==> config.mk <==
export PLATFORM = sky130hd
export DESIGN_NAME = sgcb_switch_global_control
export DESIGN_NICKNAME = d
export VERILOG_FILES = /design/src/sgcb_pkg.sv /design/src/sgcb_switch_global_control.sv
export SDC_FILE = /design/constraint.sdc
export NUM_CORES = 1
export LEC_CHECK = 0
export BUFFER_PORTS_ARGS = -buffer_cell sky130_fd_sc_hd__buf_4
export CAP_MARGIN = 20
export CORE_MARGIN = 8
export CORE_UTILIZATION = 45
export DETAILED_ROUTE_END_ITERATION = 8
export PLACE_DENSITY = 0.66
export SKIP_LAST_GASP = 1
export SLEW_MARGIN = 20
export SYNTH_ARGS = -nofsm -noshare
export SYNTH_HDL_FRONTEND = slang
export SYNTH_SLANG_ARGS = --single-unit
==> constraint.sdc <==
create_clock -name clk_sys -period 6.98 [get_ports clk_sys]
set_input_delay 0 -clock clk_sys [delete_from_list [all_inputs] [get_ports clk_sys]]
set_output_delay 0 -clock clk_sys [all_outputs]
set_load 0.01 [all_outputs]
==> src/sgcb_pkg.sv <==
package sgcb_pkg;
    // Register indices as printed; byte address is four times the index
    localparam logic [7:0] STORM_HOST_CTRL_IDX = 8'h06;
    localparam logic [7:0] RESERVED_CTRL_IDX = 8'h08;
    localparam logic [7:0] LED_MODE_CTRL_IDX = 8'h0a;
    localparam logic [7:0] STORM_HOST_CTRL_ADDR = 8'(STORM_HOST_CTRL_IDX * 4);
    localparam logic [7:0] RESERVED_CTRL_ADDR = 8'(RESERVED_CTRL_IDX * 4);
    localparam logic [7:0] LED_MODE_CTRL_ADDR = 8'(LED_MODE_CTRL_IDX * 4);

    // Values after reset
    localparam logic [15:0] STORM_HOST_CTRL_RST = 16'h6300;
    localparam logic [15:0] RESERVED_CTRL_RST = 16'h2400;
    localparam logic [15:0] LED_MODE_CTRL_RST = 16'h0835;

    // Field positions
    localparam int RATE_LOW_MSB = 15;
    localparam int RATE_LOW_LSB = 8;
    localparam int HALF_DUPLEX_BIT = 6;
    localparam int FLOW_CTRL_BIT = 5;
    localparam int NULL_VID_BIT = 3;
    localparam int RATE_HIGH_MSB = 2;
    localparam int LED_SEL_HIGH_BIT = 15;
    localparam int LED_SEL_LOW_BIT = 9;

    // Storm counting period
    localparam int CLK_MHZ = 125;
    localparam int PERIOD_FAST_MS = 67;
    localparam int PERIOD_SLOW_MS = 670;
    localparam int PERIOD_FAST_CYCLES = PERIOD_FAST_MS * 1000 * CLK_MHZ;
    localparam int PERIOD_SLOW_CYCLES = PERIOD_SLOW_MS * 1000 * CLK_MHZ;
    localparam int PERIOD_W = 27;
    localparam int RATE_W = 11;
    localparam int PORT_COUNT = 2;

    localparam logic [1:0] RESP_OKAY = 2'h0;
    localparam logic [1:0] RESP_SLVERR = 2'h2;

    typedef enum logic [1:0] {LED_LINKACT, LED_SPEEDSPLIT, LED_SEPARATE, LED_OFF} sgcb_led_e;

    // Per-port status and traffic from the switch core
    typedef struct packed {
        logic linkUp;
        logic activity;
        logic fullDuplex;
        logic collision;
        logic speed100;
        logic blockValid;
        logic destBroadcast;
        logic destMulticast;
    } sgcb_port_in_s;

    typedef struct packed {
        logic awDone;
        logic wDone;
        logic [7:0] awAddr;
        logic [15:0] wData;
        logic [1:0] wStrb;
        logic bValid;
        logic [1:0] bResp;
        logic rValid;
        logic [1:0] rResp;
        logic [15:0] rData;
        logic [15:0] stormHostCtrl;
        logic [15:0] reservedCtrl;
        logic [15:0] ledModeCtrl;
        logic [PORT_COUNT-1:0][PERIOD_W-1:0] period;
        logic [PORT_COUNT-1:0][RATE_W-1:0] blockCount;
        logic [PORT_COUNT-1:0] limitHit;
        logic [PORT_COUNT-1:0] stormDiscard;
        logic [11:0] vidOut;
        logic [PORT_COUNT-1:0][3:0] indicator;
    } sgcb_state_s;
endpackage

==> src/sgcb_switch_global_control.sv <==
`timescale 1ns/1ns
module sgcb_switch_global_control
    import sgcb_pkg::*;
#(
    parameter int PERIOD_FAST = PERIOD_FAST_CYCLES,
    parameter int PERIOD_SLOW = PERIOD_SLOW_CYCLES
)
(
    // Clock and reset
    input wire logic clk_sys,
    input wire logic reset,
    // AXI4-Lite slave
    input wire logic [7:0] s_axi_awaddr,
    input wire logic s_axi_awvalid,
    output logic s_axi_awready,
    input wire logic [31:0] s_axi_wdata,
    input wire logic [3:0] s_axi_wstrb,
    input wire logic s_axi_wvalid,
    output logic s_axi_wready,
    output logic [1:0] s_axi_bresp,
    output logic s_axi_bvalid,
    input wire logic s_axi_bready,
    input wire logic [7:0] s_axi_araddr,
    input wire logic s_axi_arvalid,
    output logic s_axi_arready,
    output logic [31:0] s_axi_rdata,
    output logic [1:0] s_axi_rresp,
    output logic s_axi_rvalid,
    input wire logic s_axi_rready,
    // Switch core status and traffic
    input wire sgcb_port_in_s [PORT_COUNT-1:0] portIn,
    input wire logic multicastStormExclude,
    input wire logic [11:0] tagVidIn,
    input wire logic [11:0] portDefaultVid,
    // Controls to the switch core
    output logic hostHalfDuplex,
    output logic hostFlowControl,
    output logic [PORT_COUNT-1:0] stormLimitHit,
    output logic [PORT_COUNT-1:0] stormDiscard,
    output logic [11:0] tagVidOut,
    // Port indicators, active high
    output logic [PORT_COUNT-1:0] portIndicatorThree,
    output logic [PORT_COUNT-1:0] portIndicatorTwo,
    output logic [PORT_COUNT-1:0] portIndicatorOne,
    output logic [PORT_COUNT-1:0] portIndicatorZero
);
    localparam logic [PERIOD_W-1:0] FAST_LAST = PERIOD_W'(PERIOD_FAST - 1);
    localparam logic [PERIOD_W-1:0] SLOW_LAST = PERIOD_W'(PERIOD_SLOW - 1);

    sgcb_state_s st;
    sgcb_state_s next_st;
    logic doWrite;
    logic [RATE_W-1:0] threshold;
    logic [PORT_COUNT-1:0] stormClass;
    logic [PORT_COUNT-1:0] periodEnd;
    sgcb_led_e ledMode;

    function automatic logic [15:0] merge(input logic [15:0] old, input logic [15:0] data,
                                          input logic [1:0] strb);
        merge = {strb[1] ? data[15:8] : old[15:8], strb[0] ? data[7:0] : old[7:0]};
    endfunction

    assign threshold = {st.stormHostCtrl[RATE_HIGH_MSB:0],
                        st.stormHostCtrl[RATE_LOW_MSB:RATE_LOW_LSB]};
    assign ledMode = sgcb_led_e'({st.ledModeCtrl[LED_SEL_HIGH_BIT],
                                  st.ledModeCtrl[LED_SEL_LOW_BIT]});
    assign doWrite = st.awDone & st.wDone & ~st.bValid;

    always_comb
    begin
        logic linkAct;
        logic dupCol;
        linkAct = 1'b0;
        dupCol = 1'b0;
        next_st = st;
        stormClass = '0;
        periodEnd = '0;
        // Write path: address and data taken in either order
        if (s_axi_awvalid && !st.awDone && !st.bValid)
        begin
            next_st.awDone = 1'b1;
            next_st.awAddr = s_axi_awaddr;
        end
        if (s_axi_wvalid && !st.wDone && !st.bValid)
        begin
            next_st.wDone = 1'b1;
            next_st.wData = s_axi_wdata[15:0];
            next_st.wStrb = s_axi_wstrb[1:0];
        end
        if (doWrite)
        begin
            next_st.awDone = 1'b0;
            next_st.wDone = 1'b0;
            next_st.bValid = 1'b1;
            next_st.bResp = RESP_OKAY;
            if (st.awAddr[7:2] == STORM_HOST_CTRL_ADDR[7:2])
                next_st.stormHostCtrl = merge(st.stormHostCtrl, st.wData, st.wStrb);
            else if (st.awAddr[7:2] == RESERVED_CTRL_ADDR[7:2])
                next_st.reservedCtrl = merge(st.reservedCtrl, st.wData, st.wStrb);
            else if (st.awAddr[7:2] == LED_MODE_CTRL_ADDR[7:2])
                next_st.ledModeCtrl = merge(st.ledModeCtrl, st.wData, st.wStrb);
            else
                next_st.bResp = RESP_SLVERR;
        end
        else if (st.bValid && s_axi_bready)
            next_st.bValid = 1'b0;
        // Read path: one read outstanding, answered the cycle after acceptance
        if (s_axi_arvalid && !st.rValid)
        begin
            next_st.rValid = 1'b1;
            next_st.rResp = RESP_OKAY;
            if (s_axi_araddr[7:2] == STORM_HOST_CTRL_ADDR[7:2])
                next_st.rData = st.stormHostCtrl;
            else if (s_axi_araddr[7:2] == RESERVED_CTRL_ADDR[7:2])
                next_st.rData = st.reservedCtrl;
            else if (s_axi_araddr[7:2] == LED_MODE_CTRL_ADDR[7:2])
                next_st.rData = st.ledModeCtrl;
            else
            begin
                next_st.rData = '0;
                next_st.rResp = RESP_SLVERR;
            end
        end
        else if (st.rValid && s_axi_rready)
            next_st.rValid = 1'b0;
        // Storm counting per input port
        for (int p = 0; p < PORT_COUNT; p++)
        begin
            stormClass[p] = portIn[p].destBroadcast
                | (portIn[p].destMulticast & ~multicastStormExclude);
            periodEnd[p] = st.period[p] >= (portIn[p].speed100 ? FAST_LAST : SLOW_LAST);
            next_st.stormDiscard[p] = portIn[p].blockValid & stormClass[p]
                & (st.blockCount[p] >= threshold);
            if (periodEnd[p])
            begin
                next_st.period[p] = '0;
                next_st.blockCount[p] = '0;
            end
            else
            begin
                next_st.period[p] = st.period[p] + 1'b1;
                // Only admitted blocks count, so the count never wraps
                if (portIn[p].blockValid && stormClass[p] && st.blockCount[p] < threshold)
                    next_st.blockCount[p] = st.blockCount[p] + 1'b1;
            end
            next_st.limitHit[p] = next_st.blockCount[p] >= threshold;
            linkAct = portIn[p].linkUp & ~portIn[p].activity;
            dupCol = portIn[p].fullDuplex | portIn[p].collision;
            case (ledMode)
                LED_LINKACT:
                    next_st.indicator[p] = {1'b0, linkAct, dupCol, portIn[p].speed100};
                LED_SPEEDSPLIT:
                    next_st.indicator[p] = {1'b0, linkAct & portIn[p].speed100,
                                            linkAct & ~portIn[p].speed100,
                                            portIn[p].fullDuplex};
                LED_SEPARATE:
                    next_st.indicator[p] = {portIn[p].activity, portIn[p].linkUp, dupCol,
                                            portIn[p].speed100};
                default:
                    next_st.indicator[p] = 4'h0;
            endcase
        end
        // Null VID substitution on the tag path
        if (st.stormHostCtrl[NULL_VID_BIT] && tagVidIn == 12'h000)
            next_st.vidOut = portDefaultVid;
        else
            next_st.vidOut = tagVidIn;
    end

    always_ff @(posedge clk_sys)
    begin
        if (reset)
        begin
            st <= '0;
            st.stormHostCtrl <= STORM_HOST_CTRL_RST;
            st.reservedCtrl <= RESERVED_CTRL_RST;
            st.ledModeCtrl <= LED_MODE_CTRL_RST;
        end
        else
            st <= next_st;
    end

    assign s_axi_awready = ~st.awDone & ~st.bValid;
    assign s_axi_wready = ~st.wDone & ~st.bValid;
    assign s_axi_bvalid = st.bValid;
    assign s_axi_bresp = st.bResp;
    assign s_axi_arready = ~st.rValid;
    assign s_axi_rvalid = st.rValid;
    assign s_axi_rresp = st.rResp;
    assign s_axi_rdata = {16'h0000, st.rData};
    assign hostHalfDuplex = st.stormHostCtrl[HALF_DUPLEX_BIT];
    assign hostFlowControl = st.stormHostCtrl[FLOW_CTRL_BIT];
    assign stormLimitHit = st.limitHit;
    assign stormDiscard = st.stormDiscard;
    assign tagVidOut = st.vidOut;
    for (genvar g = 0; g < PORT_COUNT; g++)
    begin : g_led
        assign {portIndicatorThree[g], portIndicatorTwo[g], portIndicatorOne[g],
                portIndicatorZero[g]} = st.indicator[g];
    end
endmodule

==> metrics.csv <==
stage;metric;value;unit
sta;slew_headroom;37.06;%
floorplanning;die-area;26760;µm²
clock_tree;clk_latency;430;ps
cells_and_area;fill_cells;2007;
synth;synth.area.top_cells;dfxtp_1 (40%), ha_1 (8.7%), nor2_1 (7.7%);
clock_tree;cts_buffer_depth;2;
synth;synth_warnings;0;
floorplanning;core_area;21620;µm²
floorplanning;dieHeight;163.6;µm
clock_tree;numCtsBuffers;17;
cells_and_area;areaGrowthSynthToFinish;21.22;%
synth;synth_top_area_cell;dfxtp_1;
power_and_ir_drop;powerDensity;198.1;nW/µm²
floorplanning;num_io_pins;167;
cells_and_area;largest_reg_flops;146;
clock_tree;cts_resized;0;
cells_and_area;final_cell_mix;nor2_1 (201), dfxtp_1 (194), buf_4 (130), nand2_1 (96), a21oi_1 (82);
grt;grt_pass1_wl;37.96;mm
synth;synth-compound-area-share;10.11;%
sta;min_period;3879;ps
hold_path;hold_path_class;input pin to register;
synth;synth-adder-area-share;8.680;%
drt;drt_iter0_markers;469;
sta;finalMaxSlewViolations;0;
setup_path;r2r-end;stormLimitHit[0];
grt;grt_pass1_vias;7853;
placed_design;dpl.cell_count;1469;
setup_path;r2r_slack;3100;ps
clock_tree;post_cts_buffers;0;
power_and_ir_drop;vdd_drop_max;164.6;µV
clock_tree;cts.sinks;194;
setup_path;crit_path_end_kind;register;
floorplanning;fp.dieW;163.6;µm
clock_tree;cts_max_level;4;
cells_and_area;num_antenna_cells;0;
outcome;status;completed;
grt;grt_max_degree;88;
sta;hold_viol;0;
flow_run;maxCapViolCount;0;
placed_design;finalWeightedCongestion;0.8464;
setup_path;worstSetupPathType;register to register;
drt;avgViaCountPerCell;5.105;
synth;synth_top_family_by_area;simple AND/OR/NAND/NOR gates;
clock_tree;cts_tree;yes;
power_and_ir_drop;p_leak;5.134;nW
hold_path;min-delay-start;portIn[11];
synth;synth_cells;1147;
cells_and_area;final_cell_count_no_fill;1577;
synth;yosysTopAreaCellShare;39.62;%
setup_path;worst-path-max-fanout;5;
synth;syn_area;9802;µm²
grt;grtUsageTotal;17.10;%
setup_path;r2r_start;st[146];
sta;rsz0062_at_grt;no;
synth;synth-simple-area-share;22.72;%
floorplanning;rows;54;
clock_tree;cts_root_buf;clkbuf_16;
synth;avgSynthCellArea;8.546;µm²
cells_and_area;drive_above_1_share;13.11;%
setup_path;worstPathRequired;7280;ps
synth;ys_seq_elements;194;
synth;muxShareOfSynthArea;4.800;%
sta;tightest_slew;944.1;ps
drt;drc;0;
cells_and_area;largest_register;st;
clock_tree;clk_pin_slew;80;ps
drt;vias;8050;
drt;firstDrtPassIters;5;
drt;wirelength;22.72;mm
drt;ant_nets;0;
synth;synth_ff_type;dfxtp_1;
setup_path;worst-r2r-cell-count;15;
sta;clock_skew;13.06;ps
sta;setup_viol;0;
drt;wl_per_cell;14.41;µm
floorplanning;start_util;45.34;%
grt;antenna_found_initial;0;
cells_and_area;regArea;3884;µm²
hold_path;min_to;st[98];
synth;synth_edf_count;0;
sta;post-route-period-util;55.57;%
hold_path;hold_depth;5;
grt;gr-total-overflow;0;
cells_and_area;final_common_cell;nor2_1;
synth;synth.distinct_cells;53;
synth;seq_area_frac_synth;39.62;%
synth;synth_xor_area_share;6.255;%
setup_path;setup.worst_path.start_class;register;
placed_design;port_buffers;126;
setup_path;critPathArrivalTime;4180;ps
synth;synthArstFlopShare;0;%
sta;fin_setup_tns;0;ps
placed_design;hpwl;15.95;mm
cells_and_area;fin_nets;1452;
sta;timing.fmax;257.8;MHz
cells_and_area;multi_input_area;5224;µm²
cell usage after synthesis, types with 2 or more instances:
cell type    n
a2bb2oi_1    2
and4_1       6
o21ai_0     14
xnor2_1     22
nand4b_1     4
nand4_1     23
o2bb2ai_1    2
nor4bb_1     2
nand3_1     51
or2_2        2
buf_2        9
inv_1       27
nor4_1       5
nand2b_1    12
and3_1      20
o21a_1       2
dfxtp_1    194
nand2_1     96
o211ai_1     5
a211oi_1    26
buf_4       62
a21oi_1     82
a31oi_1      2
mux2i_1     47
xor2_1      48
nand3b_1     6
and4b_1      4
buf_6        3
and2_1       8
nor3_1      20
buf_1        4
ha_1        68
clkbuf_1    27
a21o_1       6
nor2b_1      7
o31ai_1      2
a211o_1     11
nor2_1     201
logic make-up (layout without fill, tap and decap cells):
| kind of cell | count (synthesis) | after routing |
|---|---|---|
| xor gates and xnor gates | 70 | 70 |
| other | 1 | 18 |
| adders and majority gates | 68 | 68 |
| DFF | 194 | 194 |
| muxes | 47 | 47 |
| AOI/OAI and AO/OA | 160 | 160 |
| and+or+nand+nor | 475 | 475 |
| buffers and inverters | 132 | 265 |
where the power goes:
part           total, W  switching (W)  leakage [nW]  internal (W)
sequential      0.00116      0.0000244          1.58       0.00114
clock          0.000968       0.000484         0.286      0.000484
combinational  0.000226       0.000110          3.27      0.000116
timing repair:
action,in CTS,in global routing
hold buffers,75,0
endpoints found under the hold margin,52,0
setup endpoints to repair,0,0
layout make-up:
| type | count | area share, % |
|---|---|---|
| multi-input cells | 838 | 43.97 |
| repair buffers | 206 | 14.60 |
| clock buffers | 18 | 3.612 |
| inverters | 27 | 0.8530 |
| well taps | 280 | 2.949 |
| flip-flops and latches | 194 | 32.69 |
| clock inverters | 14 | 1.337 |
per-stage QoR:
stage          hold WS (ps)  util, %  setup slack [ps]  cell area, µm²  total power, W
3_3_place_gp          185.1    48.73              3217           10540        0.001375
6_report              83.87    54.95              3101           11880        0.002354
4_1_cts               47.30    54.92              3125           11870        0.002381
5_1_grt               83.63    54.95              2875           11880        0.002451
3_5_place_dp          192.8    48.73              3168           10540        0.001378
2_1_floorplan         99.02        -              3855            9866        0.001314
worst max path at each step:
| stage | from | to | slack (ps) |
|---|---|---|---|
| final | st[146] | stormLimitHit[0] | 3100 |
| after detailed placement | st[146] | stormLimitHit[0] | 3170 |
| after global placement | st[146] | stormLimitHit[0] | 3220 |
| after CTS | st[146] | stormLimitHit[0] | 3130 |
| after floorplan | st[134] | stormLimitHit[0] | 3850 |
| after global routing | st[146] | stormLimitHit[0] | 2880 |
metal layers:
layer / track usage [%] / part of all wire (%) / vias up
met1: 22.08 / 47 / 3734
met5: 0 / 0 / -
met2: 28.81 / 47 / 157
met3: 3.377 / 4.5 / 16
met4: 4.091 / 0.95 / 0
li1: - / - / 4143
worst max-delay path: stages, from the launching register on:
cell       delay [ps]
dfxtp_1           410
inv_1             140
ha_1              300
and4_1            190
and3_1            210
a211oi_1          580
nand2_1           210
xnor2_1           260
nand2b_1           90
ha_1              260
nand2b_1          140
a21o_1            180
a21o_1            190
a211oi_1          270
o21ai_0           170
o2bb2ai_1         160
Note: power is estimated with default switching activity, not from simulation.
